--- src/hw/wpc_regs.svh ---
// Register map, field positions, reset values and identity defaults
`ifndef WPC_REGS_SVH
`define WPC_REGS_SVH

// ----------------------------------------------------------------------
// Register indices (byte address is four times the index)
// ----------------------------------------------------------------------
`define WPC_IDX_STATUS   8'h00
`define WPC_IDX_CFG_ONE  8'h02
`define WPC_IDX_FLAG     8'h0A
`define WPC_IDX_IDENT    8'h30
`define WPC_IDX_LATCHCMD 8'h3C

// ----------------------------------------------------------------------
// Field positions
// ----------------------------------------------------------------------
`define WPC_SR_PINEN     7
`define WPC_SR_RSV_HI    6
`define WPC_SR_BOTTOM    5
`define WPC_SR_BP_HI     4
`define WPC_SR_BP_LO     2
`define WPC_SR_LATCH     1
`define WPC_SR_RSV_LO    0
`define WPC_CFG_DRV_HI   7
`define WPC_CFG_DRV_LO   5
`define WPC_CFG_LOCK     2
`define WPC_CFG_MODE_HI  1
`define WPC_CFG_MODE_LO  0
`define WPC_FLAG_READY   7
`define WPC_CMD_SET      0
`define WPC_CMD_CLEAR    1

// ----------------------------------------------------------------------
// Reset values and codes
// ----------------------------------------------------------------------
`define WPC_DRV_RESET    3'h3
`define WPC_MODE_NORMAL  2'h0
`define WPC_MODE_SRAM    2'h1
`define WPC_MODE_B2B     2'h2
`define WPC_BP_NONE      3'h0
`define WPC_BP_ALL       3'h7
`define WPC_BP_FRAC_MAX  3
`define WPC_ID_MFR       8'h5A
`define WPC_ID_IFACE     4'h2
`define WPC_ID_VOLT      4'h1
`define WPC_ID_TEMP      4'h0
`define WPC_ID_DENS      4'h1
`define WPC_ID_FREQ      8'h01
`define WPC_RESP_OKAY    2'h0
`define WPC_RESP_SLVERR  2'h2

`endif

--- src/hw/wpc_pkg.sv ---
// Shared types of the write-protect control block
package wpc_pkg;
   typedef logic [1:0] wpc_resp_type;
   typedef logic [1:0] wpc_mode_type;
   typedef logic [2:0] wpc_code_type;
endpackage : wpc_pkg

--- src/hw/wpc_top.sv ---
// Write-protect control: block protection, latch handling, register file
`timescale 1ns/1ps
`include "wpc_regs.svh"

module wpc_top #(
   parameter int ADDR_W = 23,                     // Array address width, 64Mb
   parameter int BUS_W  = 8                       // Register bus address width
) (
   input  wire logic                 mclk,          // System clock, 40 MHz
   input  wire logic                 rst,           // Asynchronous reset, high
   input  wire logic [BUS_W-1:0]     s_axi_awaddr,  // Write address
   input  wire logic                 s_axi_awvalid, // Write address valid
   output logic                      s_axi_awready, // Write address ready
   input  wire logic [31:0]          s_axi_wdata,   // Write data
   input  wire logic [3:0]           s_axi_wstrb,   // Write byte strobes
   input  wire logic                 s_axi_wvalid,  // Write data valid
   output logic                      s_axi_wready,  // Write data ready
   output wpc_pkg::wpc_resp_type     s_axi_bresp,   // Write response
   output logic                      s_axi_bvalid,  // Write response valid
   input  wire logic                 s_axi_bready,  // Write response ready
   input  wire logic [BUS_W-1:0]     s_axi_araddr,  // Read address
   input  wire logic                 s_axi_arvalid, // Read address valid
   output logic                      s_axi_arready, // Read address ready
   output logic [31:0]               s_axi_rdata,   // Read data
   output wpc_pkg::wpc_resp_type     s_axi_rresp,   // Read response
   output logic                      s_axi_rvalid,  // Read data valid
   input  wire logic                 s_axi_rready,  // Read data ready
   input  wire logic [2:0]           hw_block_protect_pin, // Pin block-protect code
   input  wire logic                 hw_bottom_select,     // Pin bottom select
   input  wire logic                 write_protect_n,      // Write-protect pin, low
   input  wire logic                 chip_select_n,        // Chip select pin, low
   input  wire logic                 busy_in,       // Array busy from core
   input  wire logic                 arr_req,       // Array write request pulse
   input  wire logic [ADDR_W-1:0]    arr_addr,      // Array write address
   output logic                      arr_grant,     // Array write accepted pulse
   output logic                      arr_deny,      // Array write refused pulse
   output logic                      write_enable_latch, // Latch state
   output logic [2:0]                drive_strength_select // Output drive code
);
   import wpc_pkg::*;

   // ------------------------------------------------------------------
   // Protection decode
   // ------------------------------------------------------------------
   function automatic logic in_region(input logic [ADDR_W-1:0] a,
                                      input wpc_code_type code,
                                      input logic bottom);
      logic hit;
      int   n;
      hit = 1'b1;
      n   = 7 - int'(code);
      if (code == `WPC_BP_NONE)
         hit = 1'b0;
      else if (code != `WPC_BP_ALL)
         for (int i = 0; i < 6; i++)
            if (i < n && a[ADDR_W-1-i] == bottom)
               hit = 1'b0;
      return hit;
   endfunction : in_region

   // ------------------------------------------------------------------
   // Pin synchronisers
   // ------------------------------------------------------------------
   logic [5:0] pin_meta;
   logic [5:0] pin_sync;
   logic       cs_n_last;
   logic [2:0] pin_bp;
   logic       pin_bottom;
   logic       wp_pin;
   logic       cs_rise;

   always_ff @(posedge mclk or posedge rst) begin
      if (rst) begin
         pin_meta  <= 6'h3F;
         pin_sync  <= 6'h3F;
         cs_n_last <= 1'b1;
      end else begin
         pin_meta  <= {chip_select_n, write_protect_n, hw_bottom_select,
                       hw_block_protect_pin};
         pin_sync  <= pin_meta;
         cs_n_last <= pin_sync[5];
      end
   end

   assign pin_bp     = pin_sync[2:0];
   assign pin_bottom = pin_sync[3];
   assign wp_pin     = pin_sync[4];
   assign cs_rise    = pin_sync[5] & ~cs_n_last;

   // ------------------------------------------------------------------
   // Register bus slave
   // ------------------------------------------------------------------
   logic              aw_hold;
   logic              w_hold;
   logic [BUS_W-1:0]  aw_addr;
   logic [31:0]       w_data;
   logic [3:0]        w_strb;
   logic              wr_do;
   logic [BUS_W-3:0]  wr_idx;
   logic              sel_sr;
   logic              sel_cfg;
   logic              sel_cmd;
   logic              wr_known;

   assign s_axi_awready = ~aw_hold & ~s_axi_bvalid;
   assign s_axi_wready  = ~w_hold & ~s_axi_bvalid;
   assign s_axi_arready = ~s_axi_rvalid;
   assign wr_do   = aw_hold & w_hold;
   assign wr_idx  = aw_addr[BUS_W-1:2];
   assign sel_sr  = wr_do & w_strb[0] & (wr_idx == `WPC_IDX_STATUS);
   assign sel_cfg = wr_do & w_strb[0] & (wr_idx == `WPC_IDX_CFG_ONE);
   assign sel_cmd = wr_do & w_strb[0] & (wr_idx == `WPC_IDX_LATCHCMD);
   assign wr_known = (wr_idx == `WPC_IDX_STATUS) | (wr_idx == `WPC_IDX_CFG_ONE) |
                     (wr_idx == `WPC_IDX_LATCHCMD) | (wr_idx == `WPC_IDX_FLAG) |
                     (wr_idx == `WPC_IDX_IDENT);

   always_ff @(posedge mclk or posedge rst) begin
      if (rst) begin
         aw_hold      <= 1'b0;
         w_hold       <= 1'b0;
         aw_addr      <= '0;
         w_data       <= 32'h0000_0000;
         w_strb       <= 4'h0;
         s_axi_bvalid <= 1'b0;
         s_axi_bresp  <= `WPC_RESP_OKAY;
      end else begin
         if (s_axi_awvalid && s_axi_awready) begin
            aw_hold <= 1'b1;
            aw_addr <= s_axi_awaddr;
         end
         if (s_axi_wvalid && s_axi_wready) begin
            w_hold <= 1'b1;
            w_data <= s_axi_wdata;
            w_strb <= s_axi_wstrb;
         end
         if (wr_do) begin
            aw_hold      <= 1'b0;
            w_hold       <= 1'b0;
            s_axi_bvalid <= 1'b1;
            // Refused protected writes still answer OKAY, silently dropped
            s_axi_bresp  <= wr_known ? `WPC_RESP_OKAY : `WPC_RESP_SLVERR;
         end else if (s_axi_bready) begin
            s_axi_bvalid <= 1'b0;
         end
      end
   end

   // ------------------------------------------------------------------
   // Protection registers and latch
   // ------------------------------------------------------------------
   logic         sr_pinen;
   logic         sr_rsv_hi;
   logic         sr_bottom;
   wpc_code_type sr_bp;
   logic         sr_rsv_lo;
   logic         cfg_lock;
   wpc_mode_type cfg_mode;
   logic         reg_wr_seen;
   logic         reg_ok;
   logic         cmd_set;
   logic         cmd_clear;
   logic         prot_soft;
   logic         prot_hw;
   logic         prot_any;
   logic         arr_ok;

   assign reg_ok    = write_enable_latch & ~(sr_pinen & ~wp_pin);
   assign cmd_set   = sel_cmd & w_data[`WPC_CMD_SET];
   assign cmd_clear = sel_cmd & w_data[`WPC_CMD_CLEAR];
   assign prot_soft = in_region(arr_addr, sr_bp, sr_bottom);
   assign prot_hw   = in_region(arr_addr, pin_bp, pin_bottom);
   assign prot_any  = prot_soft | prot_hw;
   // Reserved mode 11 is treated like normal mode
   assign arr_ok    = ~prot_any & (write_enable_latch |
                      (cfg_mode == `WPC_MODE_SRAM));

   always_ff @(posedge mclk or posedge rst) begin
      if (rst) begin
         sr_pinen  <= 1'b0;
         sr_rsv_hi <= 1'b0;
         sr_bottom <= 1'b0;
         sr_bp     <= `WPC_BP_NONE;
         sr_rsv_lo <= 1'b0;
      end else if (sel_sr && reg_ok) begin
         sr_pinen  <= w_data[`WPC_SR_PINEN];
         sr_rsv_hi <= w_data[`WPC_SR_RSV_HI];
         sr_rsv_lo <= w_data[`WPC_SR_RSV_LO];
         if (!cfg_lock) begin
            sr_bottom <= w_data[`WPC_SR_BOTTOM];
            sr_bp     <= w_data[`WPC_SR_BP_HI:`WPC_SR_BP_LO];
         end
      end
   end

   always_ff @(posedge mclk or posedge rst) begin
      if (rst) begin
         drive_strength_select <= `WPC_DRV_RESET;
         cfg_lock              <= 1'b0;
         cfg_mode              <= `WPC_MODE_NORMAL;
      end else if (sel_cfg && reg_ok) begin
         drive_strength_select <= w_data[`WPC_CFG_DRV_HI:`WPC_CFG_DRV_LO];
         cfg_lock              <= w_data[`WPC_CFG_LOCK];
         cfg_mode              <= w_data[`WPC_CFG_MODE_HI:`WPC_CFG_MODE_LO];
      end
   end

   // A status or config register write in the frame forces a clear at the chip-select rise
   always_ff @(posedge mclk or posedge rst) begin
      if (rst)
         reg_wr_seen <= 1'b0;
      else if (sel_sr || sel_cfg)
         reg_wr_seen <= 1'b1;
      else if (cs_rise)
         reg_wr_seen <= 1'b0;
   end

   // Set wins over any clear in the same cycle
   always_ff @(posedge mclk or posedge rst) begin
      if (rst)
         write_enable_latch <= 1'b0;
      else if (cmd_set)
         write_enable_latch <= 1'b1;
      else if (cmd_clear)
         write_enable_latch <= 1'b0;
      else if (cs_rise && (reg_wr_seen || cfg_mode != `WPC_MODE_B2B))
         write_enable_latch <= 1'b0;
   end

   always_ff @(posedge mclk or posedge rst) begin
      if (rst) begin
         arr_grant <= 1'b0;
         arr_deny  <= 1'b0;
      end else begin
         arr_grant <= arr_req & arr_ok;
         arr_deny  <= arr_req & ~arr_ok;
      end
   end

   // ------------------------------------------------------------------
   // Read path
   // ------------------------------------------------------------------
   logic        fsr_ready;
   logic [31:0] next_rdata;
   logic [31:0] ident;

   // Manufacturer code is arbitrary
   assign ident = {`WPC_ID_MFR, `WPC_ID_IFACE, `WPC_ID_VOLT, `WPC_ID_TEMP,
                   `WPC_ID_DENS, `WPC_ID_FREQ};

   always_ff @(posedge mclk or posedge rst) begin
      if (rst)
         fsr_ready <= 1'b1;
      else
         fsr_ready <= ~busy_in;
   end

   always_comb begin
      next_rdata = 32'h0000_0000;
      case (s_axi_araddr[BUS_W-1:2])
         `WPC_IDX_STATUS:
            next_rdata[7:0] = {sr_pinen, sr_rsv_hi, sr_bottom, sr_bp,
                               write_enable_latch, sr_rsv_lo};
         `WPC_IDX_CFG_ONE:
            next_rdata[7:0] = {drive_strength_select, 2'b00, cfg_lock, cfg_mode};
         `WPC_IDX_FLAG:
            next_rdata[`WPC_FLAG_READY] = fsr_ready;
         `WPC_IDX_IDENT:
            next_rdata = ident;
         default:
            next_rdata = 32'h0000_0000;
      endcase
   end

   always_ff @(posedge mclk or posedge rst) begin
      if (rst) begin
         s_axi_rvalid <= 1'b0;
         s_axi_rdata  <= 32'h0000_0000;
         s_axi_rresp  <= `WPC_RESP_OKAY;
      end else if (s_axi_arvalid && s_axi_arready) begin
         s_axi_rvalid <= 1'b1;
         s_axi_rdata  <= next_rdata;
         case (s_axi_araddr[BUS_W-1:2])
            `WPC_IDX_STATUS, `WPC_IDX_CFG_ONE, `WPC_IDX_FLAG, `WPC_IDX_IDENT,
            `WPC_IDX_LATCHCMD: s_axi_rresp <= `WPC_RESP_OKAY;
            default:           s_axi_rresp <= `WPC_RESP_SLVERR;
         endcase
      end else if (s_axi_rready) begin
         s_axi_rvalid <= 1'b0;
      end
   end

   // ------------------------------------------------------------------
   // Checks
   // ------------------------------------------------------------------
   a_latch_guard: assert property (@(posedge mclk) disable iff (rst)
      (sel_sr && !write_enable_latch) |=> $stable(sr_bp) && $stable(sr_pinen))
      else $error("status changed with latch clear");
   a_pin_guard: assert property (@(posedge mclk) disable iff (rst)
      (sel_cfg && sr_pinen && !wp_pin) |=> $stable(cfg_mode) && $stable(cfg_lock))
      else $error("config changed while pin protect active");
   a_lock_hold: assert property (@(posedge mclk) disable iff (rst)
      (sel_sr && cfg_lock) |=> $stable(sr_bp) && $stable(sr_bottom))
      else $error("locked protect bits changed");
   a_prot_deny: assert property (@(posedge mclk) disable iff (rst)
      (arr_req && prot_any) |=> arr_deny && !arr_grant)
      else $error("protected array write granted");
   a_open_grant: assert property (@(posedge mclk) disable iff (rst)
      (arr_req && !prot_any && write_enable_latch) |=> arr_grant)
      else $error("unprotected write refused with latch set");
   a_sram_mode: assert property (@(posedge mclk) disable iff (rst)
      (arr_req && !prot_any && cfg_mode == `WPC_MODE_SRAM) |=> arr_grant)
      else $error("latch-free mode refused write");
   a_keep_latch: assert property (@(posedge mclk) disable iff (rst)
      (cs_rise && cfg_mode == `WPC_MODE_B2B && !reg_wr_seen && !cmd_clear &&
       write_enable_latch) |=> write_enable_latch)
      else $error("persistent latch dropped");
   a_reg_clear: assert property (@(posedge mclk) disable iff (rst)
      (cs_rise && reg_wr_seen && !cmd_set) |=> !write_enable_latch)
      else $error("latch kept after register write");
   a_ready_flag: assert property (@(posedge mclk) disable iff (rst)
      ##1 (fsr_ready == !$past(busy_in)))
      else $error("ready flag wrong");
   a_hw_none: assert property (@(posedge mclk) disable iff (rst)
      (pin_bp == `WPC_BP_NONE) |-> !prot_hw)
      else $error("pin protection with pins low");

endmodule : wpc_top

--- config.mk ---
export PLATFORM = sky130hd
export DESIGN_NAME = wpc_top
export DESIGN_NICKNAME = d
export VERILOG_FILES = /design/src/hw/wpc_pkg.sv /design/src/hw/wpc_top.sv
export VERILOG_INCLUDE_DIRS = /design/src /design/src/hw
export SDC_FILE = /design/constraint.sdc
export NUM_CORES = 1
export LEC_CHECK = 0
export ABC_AREA = 1
export CAP_MARGIN = 20
export CORE_UTILIZATION = 45
export DETAILED_ROUTE_END_ITERATION = 16
export DONT_BUFFER_PORTS = 1
export GPL_TIMING_DRIVEN = 0
export PLACE_DENSITY_LB_ADDON = 0.08
export SLEW_MARGIN = 15
export SYNTH_ARGS = -nofsm -noshare
export SYNTH_HDL_FRONTEND = slang
export SYNTH_SLANG_ARGS = --single-unit
export TNS_END_PERCENT = 10
--- constraint.sdc ---
create_clock -name mclk -period 1.6 [get_ports mclk]
set_clock_uncertainty 0.05 [all_clocks]
set_input_delay 0 -clock mclk [delete_from_list [all_inputs] [get_ports mclk]]
set_output_delay 0 -clock mclk [all_outputs]
set_load 0.005 [all_outputs]
==> out/results.txt <==
Mean area per synthesized cell = 9.02 µm²
Antenna viol nets, final = 0
Crit path setup slack, layout = 0.0857 ns
Final Power = 4.25 mW
Final min period = 1.51 ns
Net Sw Frac = 30.9%
FP Rows = 28
CTS buffer count = 9
Clock Tree Root = clkbuf_8
Bufs on Longest Clock Path = 2
Peak supply drop = 1.04 mV
Layout cells sized above 1 = 23.9%
Fin nets = 478
Reg2Reg Capture Point = cfg_mode[0]$_DFFE_PP0P_
DRC = 0
Mapped Cells = 321
CP Cell Sequence = or2_1 > clkinv_2 > nand4_4 > nor3_4 > nand2_2 > buf_6 > nand2_2 > o21ai_2
Hold EP = arr_deny$_DFF_PP0_
Slowest cell delay on critical path = 0.39 ns
Starting Density = 47.7%
Req. time, crit path = 1.78 ns
Grt total ovfl = 0
Seq/Total Area, Yosys = 53.4%
Drt pass-1 iters = 4
Final core occ = 60.1%
Register bit total from synthesis = 61
# port buffers = 0
CTS sink count = 61
Place WS = 0.0825 ns
Slew HR = 50.8%
Reg2reg setup slack = 0.09 ns
F_max = 0.660 GHz
Pleak = 1.80 nW
Vias in the first global route = 2,177
H-tree levels = 3
CP dominant cell by count = nand2_2
Power per cell area = 1170 mW/mm²
Async SR Flop Fraction = 100%
Setup crit end kind = register
Synth cell count leaders = nand2_1 (72), dfrtp_1 (45), inv_1 (35)
Max Cap Viol = 0
Worst R2R Start = aw_addr[6]$_DFFE_PP0P_
Synth unique cells = 33
Final setup violation count = 0
Final worst-path cycle share = 94.6%
Final Hold Vio Count = 0
Worst hold path class = primary input to register
Hold path depth = 7
Startpoint types = register
Unrepaired setup endpoints after global routing = yes
WS Path Type = register to register
Via count = 2,223
Synth area leaders = dfrtp_1 (39%), dfstp_2 (15%), nand2_1 (9.3%)
Psw = 1.31 mW
Pin count of the biggest net entering global routing = 62
Die Area = 0.00676 mm²
Measured slew at the worst slew-check pin = 0.737 ns
Synth area leader = dfrtp_1
Max-slew violations = 0
Most frequent cell after synthesis = nand2_1
Drt total wl = 5730 µm
Critical path peak fanout = 10
CTS tree = yes
DR WL/cell = 12.2 µm
Number of flops mapped to enable cells by yosys = 0
Area grow syn2layout = 25.9%
First-pass GRT wire length = 9600 µm
Die W = 82.2 µm
Initial antenna violation count = 0
Hold Startpoint = arr_addr[22]
Via/cell ratio = 4.75
ANT cells = 0
Hpwl dp = 3860 µm
Clock Latency Late Sink = 0.34 ns
Gpl congestion = 0.782
Yosys warnings = 0
Mapped Area = 0.00289 mm²
R2r worst-path depth = 8
Post-synth top flop = dfrtp_1
Worst Path Arrival = 1.69 ns
DIE HEIGHT = 82.2 µm
Part of the power in registers = 47.6%
Crit-path slowest cell = dfrtp_1
P_int = 2.93 mW
Status = complete, no violations
Worst-path clk slew = 0.07 ns
# IOs = 137
Initial DRC count = 80
Comb power frac = 20.7%
Clock Power Share = 31.7%
Post-synth top area share = 38.9%
Core Area = 0.00606 mm²
Total track usage = 19.5%
repair_timing:
| action | 4_1_cts | 5_1_grt |
|---|---|---|
| buffers inserted | 0 | 0 |
| endpoints found under the hold margin | 82 | 0 |
| hold buffers | 38 | 0 |
| resized for setup | 0 | 4 |
| setup endpoints to repair | 0 | 8 |
cell type report:
class                      instances  area [µm²]
clock inverter                     7        75.1
inverter                          41         158
clock buffer                       9         124
fill                             563        2420
tap                               75        93.8
timing repair buffer              38         380
multi-input combinational        208        1050
sequential                        61        1550
buffer                            29         214
worst max path at each step:
stage	from	to	slack, ns
3_5_place_dp	aw_addr[6]$_DFFE_PP0P_	cfg_mode[1]$_DFFE_PP0P_	0.08
5_1_grt	aw_addr[6]$_DFFE_PP0P_	cfg_mode[0]$_DFFE_PP0P_	-0.02
3_3_place_gp	rst	s_axi_rdata[28]$_DFFE_PP0P_	-0.59
2_1_floorplan	rst	arr_deny$_DFF_PP0_	0.06
4_1_cts	aw_addr[6]$_DFFE_PP0P_	cfg_mode[0]$_DFFE_PP0P_	0.07
6_report	aw_addr[6]$_DFFE_PP0P_	cfg_mode[0]$_DFFE_PP0P_	0.09
registers in the layout (all words and copies together) (netlist names), 2 cells and up:
signal and flops:
cfg_mode 2, drive_strength_select 3, pin_meta 6, sr_bp 3, w_data 8, aw_addr 6
s_axi_rdata 9, pin_sync 6
worst max-delay path, delay by kind of cell, from the launching register on:
kind | cells | cell delay (ns)
flops | 1 | 0.39
simple gates | 5 | 0.68
compound gates | 1 | 0.04
buf+inv | 2 | 0.23
stage by stage:
stage / cells / cell area (µm²) / TNS (ns) / hold WS, ns
2_1_floorplan: 339 / 2960 / 0 / -0.0455
3_3_place_gp: 414 / 3060 / -26.82 / -0.0455
3_5_place_dp: 414 / 3060 / 0 / -0.0455
4_1_cts: 468 / 3640 / 0 / 0.0579
5_1_grt: 468 / 3640 / -0.0771 / 0.119
6_report: 468 / 3640 / 0 / 0.0773
cell usage in the layout, fill, tap and decap left out, types with 2 or more instances in the layout:
master	synthesis	final
nand2_1	72	72
dfrtp_1	45	45
dlygate4sd3_1	0	38
inv_1	35	34
nor2_1	27	25
buf_4	25	25
conb_1	1	19
dfstp_2	16	16
a21oi_1	15	15
nand3_1	12	12
o21ai_0	11	11
o21ai_1	9	9
clkbuf_8	0	9
mux2_2	7	7
o21ai_2	6	6
inv_2	5	5
nand2_2	5	5
nor2_2	2	4
nand4_1	4	4
o31ai_1	4	4
or2_1	3	3
clkinvlp_4	0	3
clkinv_2	1	2
a22oi_1	2	2
xor2_1	2	2
buf_2	2	2
cell families (layout without fill, tap and decap cells):
family                    count (synthesis)  in the layout  synth area share (%)
DFF                                      61             61                  53.4
other                                     1             19                 0.130
muxes                                     7              7                  2.72
AOI/OAI and AO/OA                        50             50                  10.3
and+or+nand+nor                         129            129                  19.8
buffers and inverters                    70            124                  12.7
xor gates and xnor gates                  3              3                 0.908
layer usage:
layer  up-vias  track usage (%)  share of wire [%]
li1       1111                -                  -
met5         -                0                  0
met2        97             31.9                 47
met3        26             7.14                7.0
met4         0             11.6                3.6
met1       989             21.6                 42
power by group through the flow:
stage	Clock, mW	Combinational [mW]	Sequential, mW
2_1_floorplan	0	0.680	2.00
3_3_place_gp	0	0.783	2.03
3_5_place_dp	0	0.803	2.05
4_1_cts	1.39	0.883	2.02
5_1_grt	1.46	1.01	2.07
6_report	1.35	0.880	2.02
No activity file was read; power rests on OpenSTA's default activity.
